### src/teg_pkg.sv
package teg_pkg;

  // Register byte offsets on the Wishbone slave
  localparam logic [7:0] REG_CTRL   = 8'h00;
  localparam logic [7:0] REG_STATUS = 8'h04;
  localparam logic [7:0] REG_ID     = 8'h08;
  localparam logic [7:0] REG_COUNT  = 8'h0c;

  // Control register fields
  localparam int CTRL_EN_BIT  = 0;
  localparam int CTRL_V11_BIT = 1;
  localparam int CTRL_TSL_BIT = 2;
  localparam int CTRL_TSH_BIT = 3;
  localparam int CTRL_WIDTH   = 4;
  localparam logic [3:0] CTRL_RESET = 4'h0;

  // Identification field position
  localparam int ID_TSFLOW_BIT = 0;

  // Exception type carried by a reset-type exception element
  localparam logic [7:0] EXC_PE_RESET = 8'h01;

  // Instruction set codes, three supported sets
  localparam logic [1:0] ISET_WIDE   = 2'h0;
  localparam logic [1:0] ISET_NARROW = 2'h1;
  localparam logic [1:0] ISET_MIXED  = 2'h2;

  // Cycle counter width
  localparam int CC_WIDTH = 32;

  typedef enum logic [3:0] {
    el_trace_on, el_target, el_context, el_atom_e, el_atom_n,
    el_src_addr, el_count, el_exception, el_tstart, el_commit,
    el_cyc_count, el_timestamp
  } teg_elem_t;

  typedef enum logic [2:0] {
    ck_atom, ck_src, ck_count, ck_exc, ck_tstart, ck_commit, ck_ts
  } teg_kind_t;

endpackage

### src/teg_cyc_counter.sv
`timescale 1ns/1ps
`default_nettype none
module teg_cyc_counter
  import teg_pkg::*;
#(
  parameter int W = CC_WIDTH
) (
  // Clock and reset
  input  wire logic         mclk_i,
  input  wire logic         reset_i,
  // Control
  input  wire logic         restart_i,
  input  wire logic         mark_i,
  // Result
  output logic [W-1:0]      count_o
);
  logic [W-1:0] run;
  logic [W-1:0] next_run;
  logic [W-1:0] next_count;

  // Counts cycles between two counted commits; saturates rather than wraps
  always_comb begin
    next_run   = (&run) ? run : run + 1'b1;
    next_count = count_o;
    if (restart_i) begin
      next_run = '0;
    end else if (mark_i) begin
      next_count = next_run;
      next_run   = '0;
    end
  end

  always_ff @(posedge mclk_i) begin
    if (reset_i) begin
      run     <= '0;
      count_o <= '0;
    end else begin
      run     <= next_run;
      count_o <= next_count;
    end
  end
endmodule
`default_nettype wire

### src/teg_top.sv
// Notes on behaviour
// - Warm reset emits a reset exception element
// - Reset exception: unknown address, context, no instructions
// - Source address: final flow instruction taken
// - Source address carries set and address, flow
// - Count element: optional count, else unknown
// - Count elements leave in program order
// - Count never exceptional; return ends it
// - Barrier ends count when context changes
// - New context after count gets context element
// - Unsynchronised change: count ends in old context
// - Trace-on element inserted after every gap
// - Target address follows trace-on before flow
// - Context after trace-on unless unchanged
// - First trace-on always gets its context
// - Target carries set, address, in order
// - Target may be corrected before next flow
// - Context carries security, level, width, identifiers
// - Cycle count ties to latest counted commit
// - Timestamp zero means unknown
// - Revision feature with marker: marker time
// - Otherwise time of latest flow element
// - Identification flag decides transaction start flow
// - Flow elements in sequential execution order
// - Atom executed means taken, else not taken
`timescale 1ns/1ps
`default_nettype none
module teg_top
  import teg_pkg::*;
#(
  parameter int  AW      = 64,
  parameter int  CW      = 8,
  parameter bit  TS_FLOW = 1'b1
) (
  // Clock and reset
  input  wire logic          mclk_i,
  input  wire logic          reset_i,
  // Wishbone slave
  input  wire logic          cyc_i,
  input  wire logic          stb_i,
  input  wire logic          we_i,
  input  wire logic [7:0]    adr_i,
  input  wire logic [3:0]    sel_i,
  input  wire logic [31:0]   dat_i,
  output logic [31:0]        dat_o,
  output logic               ack_o,
  // Core execution and commit requests
  input  wire logic          core_valid_i,
  input  wire teg_kind_t     core_kind_i,
  input  wire logic          core_taken_i,
  input  wire logic [AW-1:0] core_addr_i,
  input  wire logic [1:0]    core_iset_i,
  input  wire logic [CW-1:0] core_count_i,
  input  wire logic          core_count_known_i,
  input  wire logic          core_new_ctx_i,
  input  wire logic [7:0]    core_exc_type_i,
  input  wire logic          core_cc_i,
  output logic               core_ready_o,
  // Core state
  input  wire logic          core_active_i,
  input  wire logic          core_gap_i,
  input  wire logic          core_warm_reset_i,
  input  wire logic          core_ts_mark_i,
  input  wire logic [AW-1:0] core_next_addr_i,
  input  wire logic [1:0]    core_next_iset_i,
  input  wire logic          ctx_secure_i,
  input  wire logic [1:0]    ctx_level_i,
  input  wire logic          ctx_wide_i,
  input  wire logic [31:0]   ctx_id_i,
  input  wire logic [31:0]   ctx_vid_i,
  // Timestamp sources
  input  wire logic [63:0]   ts_phys_i,
  input  wire logic [63:0]   ts_virt_i,
  // Element stream to the encoder
  output logic               elem_valid_o,
  input  wire logic          elem_ready_i,
  output teg_elem_t          elem_type_o,
  output logic [AW-1:0]      elem_addr_o,
  output logic [1:0]         elem_iset_o,
  output logic [63:0]        elem_payload_o,
  output logic [3:0]         elem_ctx_o,
  output logic               elem_unknown_o
);

  typedef enum logic [2:0] {
    st_idle, st_reset, st_on, st_ctx, st_tgt, st_run, st_cc
  } teg_state_t;

  // Bus registers
  logic [CTRL_WIDTH-1:0] ctrl;
  logic [CTRL_WIDTH-1:0] next_ctrl;
  logic [31:0]           next_dat;
  logic                  next_ack;
  logic [31:0]           elem_cnt;
  logic [31:0]           next_elem_cnt;
  logic [31:0]           wr_mask;

  // Sequencer and output stage
  teg_state_t    state;
  teg_state_t    next_state;
  logic          next_valid;
  teg_elem_t     next_type;
  logic [AW-1:0] next_addr;
  logic [1:0]    next_iset;
  logic [63:0]   next_payload;
  logic [3:0]    next_ctx;
  logic          next_unknown;

  // History kept for ordering decisions
  logic          first_done;
  logic          next_first_done;
  logic [67:0]   last_ctx;
  logic [67:0]   next_last_ctx;
  logic          ctx_owed;
  logic          next_ctx_owed;
  logic [63:0]   flow_time;
  logic [63:0]   next_flow_time;
  logic [63:0]   mark_time;
  logic [63:0]   next_mark_time;
  logic          mark_seen;
  logic          next_mark_seen;

  logic          tracing;
  logic          out_free;
  logic          take;
  logic          is_flow;
  logic          bus_hit;
  logic [63:0]   ts_now;
  logic [67:0]   ctx_now;
  logic [CC_WIDTH-1:0] cc_value;

  function automatic logic [31:0] wmask(input logic [3:0] s);
    wmask = {{8{s[3]}}, {8{s[2]}}, {8{s[1]}}, {8{s[0]}}};
  endfunction

  assign tracing  = ctrl[CTRL_EN_BIT] & core_active_i;
  assign out_free = !elem_valid_o || elem_ready_i;
  assign core_ready_o = (state == st_run) ? out_free : (state == st_idle);
  assign take     = core_valid_i && core_ready_o && state == st_run;
  assign bus_hit  = cyc_i && stb_i && !ack_o;
  assign wr_mask  = wmask(sel_i);
  assign ctx_now  = {ctx_vid_i, ctx_id_i, ctx_secure_i, ctx_level_i, ctx_wide_i};
  // Either select bit moves the source to the virtual counter
  assign ts_now   = (ctrl[CTRL_TSL_BIT] | ctrl[CTRL_TSH_BIT]) ? ts_virt_i : ts_phys_i;
  // Transaction start counts as flow only when the identification flag says so
  assign is_flow  = core_kind_i != ck_commit && core_kind_i != ck_ts
                 && (core_kind_i != ck_tstart || TS_FLOW);

  teg_cyc_counter #(.W(CC_WIDTH)) u_cc (
    .mclk_i    (mclk_i),
    .reset_i   (reset_i),
    .restart_i (state == st_on),
    .mark_i    (take && core_kind_i == ck_commit && core_cc_i),
    .count_o   (cc_value)
  );

  // Wishbone slave: one wait state, unmapped reads return zero
  always_comb begin
    next_ctrl     = ctrl;
    next_dat      = dat_o;
    next_ack      = bus_hit;
    next_elem_cnt = elem_cnt + {31'h0, elem_valid_o & elem_ready_i};
    // Write lands on the edge that completes the cycle, when the master sees ack
    if (cyc_i && stb_i && ack_o && we_i && adr_i == REG_CTRL) begin
      next_ctrl = (ctrl & ~wr_mask[CTRL_WIDTH-1:0]) | (dat_i[CTRL_WIDTH-1:0] & wr_mask[CTRL_WIDTH-1:0]);
    end
    if (bus_hit && !we_i) begin
      case (adr_i)
        REG_CTRL:   next_dat = {{(32-CTRL_WIDTH){1'b0}}, ctrl};
        REG_STATUS: next_dat = {25'h0, mark_seen, first_done, tracing, 1'b0, state};
        REG_ID:     next_dat = {31'h0, TS_FLOW};
        REG_COUNT:  next_dat = elem_cnt;
        default:    next_dat = 32'h0;
      endcase
    end
  end

  always_ff @(posedge mclk_i) begin
    if (reset_i) begin
      ctrl     <= CTRL_RESET;
      dat_o    <= 32'h0;
      ack_o    <= 1'b0;
      elem_cnt <= 32'h0;
    end else begin
      ctrl     <= next_ctrl;
      dat_o    <= next_dat;
      ack_o    <= next_ack;
      elem_cnt <= next_elem_cnt;
    end
  end

  // Sequencer: gap handling, one element per accepted request; counted commits add a cycle count, new-context counts a target and context
  always_comb begin
    next_state   = state;
    next_valid   = elem_valid_o && !elem_ready_i;
    next_type    = elem_type_o;
    next_addr    = elem_addr_o;
    next_iset    = elem_iset_o;
    next_payload = elem_payload_o;
    next_ctx     = elem_ctx_o;
    next_unknown = elem_unknown_o;
    next_first_done = first_done;
    next_last_ctx   = last_ctx;
    next_ctx_owed   = ctx_owed;
    if (!tracing) begin
      next_state = st_idle;
    end else if (core_warm_reset_i && state != st_idle) begin
      next_state = st_reset;
    end else if (core_gap_i || state == st_idle) begin
      next_state = st_on;
    end else if (out_free) begin
      case (state)
        st_reset: begin
          next_valid   = 1'b1;
          next_type    = el_exception;
          next_payload = {56'h0, EXC_PE_RESET};
          next_addr    = '0;
          next_unknown = 1'b1;
          next_state   = st_on;
        end
        st_on: begin
          next_valid = 1'b1;
          next_type  = el_trace_on;
          next_state = (!first_done || ctx_now != last_ctx) ? st_ctx : st_tgt;
        end
        st_ctx: begin
          next_valid      = 1'b1;
          next_type       = el_context;
          next_payload    = ctx_now[67:4];
          next_ctx        = ctx_now[3:0];
          next_unknown    = 1'b0;
          next_last_ctx   = ctx_now;
          next_first_done = 1'b1;
          next_state      = ctx_owed ? st_run : st_tgt;
          next_ctx_owed   = 1'b0;
        end
        st_tgt: begin
          // A single target is sent; correction is never needed here
          next_valid = 1'b1;
          next_type  = el_target;
          next_addr  = core_next_addr_i;
          next_iset  = core_next_iset_i;
          next_state = st_run;
        end
        st_cc: begin
          next_valid   = 1'b1;
          next_type    = el_cyc_count;
          next_payload = {{(64-CC_WIDTH){1'b0}}, cc_value};
          next_state   = st_run;
        end
        st_run: begin
          if (core_valid_i) begin
            next_valid   = 1'b1;
            next_unknown = 1'b0;
            next_addr    = core_addr_i;
            next_iset    = core_iset_i;
            next_payload = 64'h0;
            case (core_kind_i)
              ck_atom:   next_type = core_taken_i ? el_atom_e : el_atom_n;
              ck_src:    next_type = el_src_addr;
              ck_exc: begin
                next_type    = el_exception;
                next_payload = {56'h0, core_exc_type_i};
              end
              ck_count: begin
                // Core closes the count at a taken return or a barrier
                next_type    = el_count;
                next_payload = {{(64-CW){1'b0}}, core_count_i};
                next_unknown = !core_count_known_i;
                if (core_new_ctx_i) begin
                  next_ctx_owed = 1'b1;
                  next_state    = st_tgt;
                end
              end
              ck_tstart: next_type = el_tstart;
              ck_commit: begin
                next_type = el_commit;
                if (core_cc_i) begin
                  next_state = st_cc;
                end
              end
              ck_ts: begin
                next_type = el_timestamp;
                next_payload = (ctrl[CTRL_V11_BIT] && mark_seen) ? mark_time : flow_time;
              end
              default:   next_valid = 1'b0;
            endcase
          end
        end
        default: next_state = st_idle;
      endcase
    end
    // After a count the owed context follows its target
    if (state == st_tgt && out_free && ctx_owed && tracing && !core_gap_i
        && !core_warm_reset_i) begin
      next_state = st_ctx;
    end
  end

  always_ff @(posedge mclk_i) begin
    if (reset_i) begin
      state          <= st_idle;
      elem_valid_o   <= 1'b0;
      elem_type_o    <= el_trace_on;
      elem_addr_o    <= '0;
      elem_iset_o    <= ISET_WIDE;
      elem_payload_o <= 64'h0;
      elem_ctx_o     <= 4'h0;
      elem_unknown_o <= 1'b0;
      first_done     <= 1'b0;
      last_ctx       <= '0;
      ctx_owed       <= 1'b0;
    end else begin
      state          <= next_state;
      elem_valid_o   <= next_valid;
      elem_type_o    <= next_type;
      elem_addr_o    <= next_addr;
      elem_iset_o    <= next_iset;
      elem_payload_o <= next_payload;
      elem_ctx_o     <= next_ctx;
      elem_unknown_o <= next_unknown;
      first_done     <= next_first_done;
      last_ctx       <= next_last_ctx;
      ctx_owed       <= next_ctx_owed;
    end
  end

  // Time of the latest flow element and of the last marker; zero stays unknown
  always_comb begin
    next_flow_time = flow_time;
    next_mark_time = mark_time;
    next_mark_seen = mark_seen;
    if (take && is_flow) begin
      next_flow_time = ts_now;
    end
    if (state == st_on) begin
      next_mark_seen = 1'b0;
    end
    // A marker in the same cycle as the restart clear still counts
    if (core_ts_mark_i) begin
      next_mark_time = next_flow_time;
      next_mark_seen = 1'b1;
    end
  end

  always_ff @(posedge mclk_i) begin
    if (reset_i) begin
      flow_time <= 64'h0;
      mark_time <= 64'h0;
      mark_seen <= 1'b0;
    end else begin
      flow_time <= next_flow_time;
      mark_time <= next_mark_time;
      mark_seen <= next_mark_seen;
    end
  end

  logic emit;
  assign emit = elem_valid_o && elem_ready_i;
endmodule
`default_nettype wire

### config.mk
export PLATFORM = sky130hd
export DESIGN_NAME = teg_top
export DESIGN_NICKNAME = d
export VERILOG_FILES = /design/src/teg_pkg.sv /design/src/teg_cyc_counter.sv /design/src/teg_top.sv
export SDC_FILE = /design/constraint.sdc
export NUM_CORES = 1
export LEC_CHECK = 0
export BUFFER_PORTS_ARGS = -buffer_cell sky130_fd_sc_hd__buf_2
export CAP_MARGIN = 10
export CORE_AREA = 2 2 224 226
export CTS_CLUSTER_DIAMETER = 30
export CTS_CLUSTER_SIZE = 16
export DETAILED_ROUTE_END_ITERATION = 7
export DIE_AREA = 0 0 226 228
export PLACE_DENSITY = 0.69
export SLEW_MARGIN = 20
export SYNTH_ARGS = -nofsm -noshare
export SYNTH_HDL_FRONTEND = slang
export SYNTH_SLANG_ARGS = --single-unit
### constraint.sdc
create_clock -name mclk_i -period 2.65 [get_ports mclk_i]
set_input_delay 0.1325 -clock mclk_i [delete_from_list [all_inputs] [get_ports mclk_i]]
set_output_delay 0.1325 -clock mclk_i [all_outputs]
set_load 0.02 [all_outputs]
[Yosys cells after proc, flatten, opt, wreduce, memory -nomap -nowiden]
Index checks and enable logic that the tools add are counted.
Word-level totals
  flip-flop bits (word level): 475
  input bits: 406
  output and inout port bits: 174
Operators by class
  $add $sub $neg: 2
  eq/ne operators: 30
  muxes and demuxes: 45
  bitwise operators: 11
  reduce and logical (&&, ||, !) cells: 58
Operators by type and width (count)
  $pmux 64 s3: 2
  $mux 64: 5
  $pmux 64 s4: 1
  $pmux 32 s4: 1
  $ne 68x68->1: 1
  $add 32x1->32: 1
  $add 32x1->32 const B: 1
  $mux 32: 1
  $reduce_and 32->1: 1
  $pmux 4 s7: 1
  $pmux 4 s6: 1
  $reduce_and 6->1: 4
  $logic_and 1x1->1: 20
  $eq 3x3->1 const B: 6
  $eq 8x4->1 const B: 2
  $mux 1: 15
  $mux 3: 5
  $pmux 3 s5: 1
  $reduce_and 5->1: 3
  $eq 3x2->1 const B: 4
  $mux 2: 6
  $ne 3x3->1 const B: 4
  $reduce_or 5->1: 2
  $reduce_bool 3->1: 3
  other kinds (35): 55

[Depth between registers and ports, before layout]
  word-level depth: 9
  gate-level depth with buffers: 9
  depth with buffers taken out: 9

[Hierarchy]
A second synthesis with hierarchy kept.
Second synthesis, totals
  cells, all modules: 2661
  area total of the unflattened synthesis: 21513.1 um^2
By module, submodules not included
  teg_top: times used 1, cells an instance 2354, area an instance 18761.7 um^2, sequential area each 8147.8 um^2
  teg_cyc_counter: times used 1, cells an instance 307, area an instance 2751.4 um^2, sequential area each 1281.2 um^2

[Worst setup path before layout]
OpenSTA, ideal clock, no wires.
  path type: flip-flop to flip-flop
  start point: register elem_valid_o
  end point: register elem_cnt[27]
  library setup time: 128 ps
  data arrival time: 2030 ps
  setup slack: 492 ps
  cell stages (with the launch flop): 10
  buffers on the path: 1
  clock period less this slack: 2158 ps
  cell sequence: dfxtp_1 -> and2_1 -> ha_1 -> nand3_2 -> or3_1 -> buf_6 -> nor4_4 -> nand3_1 -> xor2_1 -> nor2_1
Between the ends
  word-level cells in the longest chain between the ends: 2
RTL lines
  start: declaration: line teg_top.sv:75  | output logic elem_valid_o,
  start signal: assignment: line teg_top.sv:315  | elem_valid_o <= next_valid;
  $and 1x1->1: line teg_top.sv:162  | next_elem_cnt = elem_cnt + {31'h0, elem_valid_o & elem_ready_i};
  $add 32x1->32: line teg_top.sv:162
  end signal: assignment: line teg_top.sv:188  | elem_cnt <= next_elem_cnt;
  end: declaration: line teg_top.sv:94  | logic [31:0] elem_cnt;
Every way passes these cells.
A chain may end at the register's enable or synchronous reset.

[Final worst setup path]
  start point: register state[2]
  end point: register state[1]
Between the ends
  word-level cells in the longest chain between the ends: 8
RTL lines
  start: declaration: line teg_top.sv:99  | teg_state_t state;
  start signal: assignment: line teg_top.sv:302  | state <= st_idle;
  start signal: assignment: line teg_top.sv:314  | state <= next_state;
  $eq 3x3->1 (on tied branches): line teg_top.sv:212, teg_top.sv:294
  $reduce_or 2->1 (no source line) / $logic_and 1x1->1 (equally long branches)
  $pmux 3 s5 / $logic_and 1x1->1 (equally long branches): line teg_top.sv:212, teg_top.sv:294
  $mux 2 / $logic_and 1x1->1 (equally long branches): line teg_top.sv:211, teg_top.sv:294
  $mux 2 / $logic_and 1x1->1 (equally long branches): line teg_top.sv:209, teg_top.sv:294
  $mux 2 / $logic_and 1x1->1 (equally long branches): line teg_top.sv:207, teg_top.sv:295
  $mux 2, or another cell as far along: line teg_top.sv:205  | if (!tracing) begin
  $mux 2 / $reduce_and 5->1 (equally long branches)
Several ways; a longest one is shown, not always the timed one. The select of a mux whose other input is x is not followed.

==> reports/results.ini <==
[clock_network]
cts.clk_slew.worst_paths_ns = 0.04
clk_latency_ns = 0.66
cts_buffers = 108
cts_buffer_depth = 3
postCtsSetupBuffers = 0
cts_sinks = 471
cts.htree.levels = 3
cts_tree = done
clock-root-buffer = clkbuf_16

[finish]
layout.cells.most_common = buf_2
drive_gt1_frac = 0.2367
area_growth_pct = 47.18
nets = 3803
final_cell_mix = 546 x buf_2, 469 x dfxtp_1, 425 x nor2_1, 307 x a21oi_1, 298 x dlygate4sd3_1
utilization = 0.6427
fin_area_um2 = 31720

[yosys]
ys.flop_type = dfxtp_1
synthCells = 2586
syn_area_um2 = 21550
ys_async_sr_fraction = 0
synth-edff-count = 0
yosysWarnings = 0
ys_ff_latch = 471
synth_cell_type_count = 76
yosysTopAreaCell = dfxtp_1
synth_top_cells_by_area = dfxtp_1 44%, mux2i_1 10%, nor2_1 7.4%
syn_nets = 2997
avgSynthCellArea_um2 = 8.334
yosysSeqAreaShare = 0.4375
synth_top_area_frac = 0.4375

[global_route]
met1_usage = 0.3344
met3_usage = 0.06479
grt_overflow_total = 0
top_usage_layer = met2
antenna_found_initial = 7
grt_max_degree = 133
groute.usage.overall = 0.2975
grt_pass1_vias = 22679
met2_usage = 0.4949
grt_pass1_wl_mm = 120.6

[timing]
final.setup_skew_ns = 0.04413
maxSlewHeadroom = 0.4696
fmax_mhz = 392.8
tightest_slew_ns = 0.7956
fin_tns_setup_ns = 0
maxSlewViolCount = 0
final_hold_viol_count = 0
setup_viol = 0
fin_crit_sh = 0.9607
rsz0062_at_grt = false
fin_crit_ns = 2.546

[critical_path]
worst-setup-path-type = flop to flop
path_max_fanout = 13
cp-end-kind = flop
max_stage_delay_ns = 0.56
arrival_ns = 3.08
crit_family = buffers and inverters
crit_path_cell_trace = buf_4 > nor3b_1 > nand4_1 > o211a_1 > nor4_1 > o22ai_1 > dlygate4sd3_1
critPathBufInv = 2
slowest_stage = dlygate4sd3_1
crit_required_ns = 3.19
crit_path_start_kind = flop

[pwr]
power.static_leakage_nw = 13.15
ir_drop_uv = 652.8
p_per_area_nw_per_um2 = 693.5

[floorplanning]
boundaryPins = 580
design.die.area_um2 = 51530
die_y_um = 228
fp.dieW_um = 226
start_util = 0.4367
core-area_um2 = 49350
num_rows = 82

[route]
routedWlPerCell_um = 19.03
via_count = 22430
via_per_inst = 5.402
detailedRoute.firstPassIterationCount = 5
drc = 0
drtAntennaViolNets = 0
routed_wl_mm = 79.00
drt_iter0_drc = 1585

[placement]
place_congestion = 0.9250
portBuffers = 548
placed_area_um2 = 24910
dp_hpwl_mm = 51.73

[status]
status = finished clean

[worst_hold_path]
hold_path.class = primary input to flop

[job]
drv_cap = 0

## path summary, 6_finish.rpt
kind                 from           end  slack (ns)  cells past startpoint
max              state[2]      state[1]        0.10                      7
min          ts_virt_i[6]  flow_time[6]        0.02                      4
max reg2reg      state[2]      state[1]        0.10                      7
min reg2reg  last_ctx[27]  last_ctx[27]        0.45                      2
## registers in the layout, summed over array words and instances (netlist names), 32 cells and up, named ones only
| signal | cells |
|---|---|
| elem_payload_o | 64 |
| u_cc.run | 32 |
| elem_addr_o | 64 |
| flow_time | 64 |
| mark_time | 64 |
| dat_o | 32 |
| last_ctx | 65 |
| elem_cnt | 32 |
| u_cc.count_o | 32 |
## final cells by class
type,count,area [µm²]
diodes,3,7.507
clock inverters,56,770.7
well taps,672,840.8
inverters,31,116.4
flip-flops and latches,471,9434
clock buffers,139,3042
multi-input cells,1887,11200
fillers,3896,17630
repair buffers,893,6304
## Yosys cell counts, types with 29 or more instances
| master | number |
|---|---|
| xor2_1 | 53 |
| nor2b_1 | 74 |
| inv_1 | 30 |
| nand2_1 | 292 |
| a211oi_1 | 94 |
| nor2_1 | 426 |
| mux2i_1 | 219 |
| buf_2 | 46 |
| dfxtp_1 | 471 |
| clkbuf_1 | 113 |
| nor3_1 | 79 |
| nand3_1 | 42 |
| a21oi_1 | 307 |
| xnor2_1 | 50 |
| a22oi_1 | 29 |
## metrics by stage
stage / hold slack [ns] / instances / worst slack [ns] / total power [mW]
2_1_floorplan: 0.2685 / 2586 / 0.4924 / 7.557
3_3_place_gp: 0.3658 / 3656 / 0.2454 / 8.036
3_5_place_dp: 0.3867 / 3656 / 0.2511 / 8.047
4_1_cts: 0.0002123 / 4149 / 0.08676 / 22.09
5_1_grt: 0.01055 / 4151 / 0.02125 / 22.60
6_report: 0.02081 / 4152 / 0.1042 / 22.00
## layer usage
metal / vias up / wire, µm / share of wire
met4: 4 / 5604 / 0.071
met2: 1092 / 37250 / 0.47
met1: 10453 / 30210 / 0.38
met5: - / 25 / 0.00032
li1: 10621 / - / -
met3: 260 / 5908 / 0.075
## power by group
part	leakage, nW	internal (mW)	switching, mW	total [mW]
clock network	1.83	9.47	4.23	13.7
logic	7.52	0.614	0.562	1.18
registers	3.79	7.11	0.00727	7.12
total	13.1	17.2	4.80	22.0
## worst min-delay path, stage by stage
cell,delay [ns]
buf_2,0.07
mux2i_1,0.07
a21oi_1,0.18
nor2b_1,0.15
## cells by family after synthesis
logic type	count (synthesis)	synth area share
simple gates	1022	0.2159
compound gates	534	0.1518
flops	471	0.4375
buf+inv	228	0.04621
mux	223	0.1038
xor+xnor	103	0.04186
fa+ha+maj	5	0.002903
## timing repair
action,CTS,global route
gates resized for setup,0,2
endpoints found under the setup margin,0,4
hold endpoints to repair,280,0
hold buffers,298,0
Power figures use the tool's default switching activity.
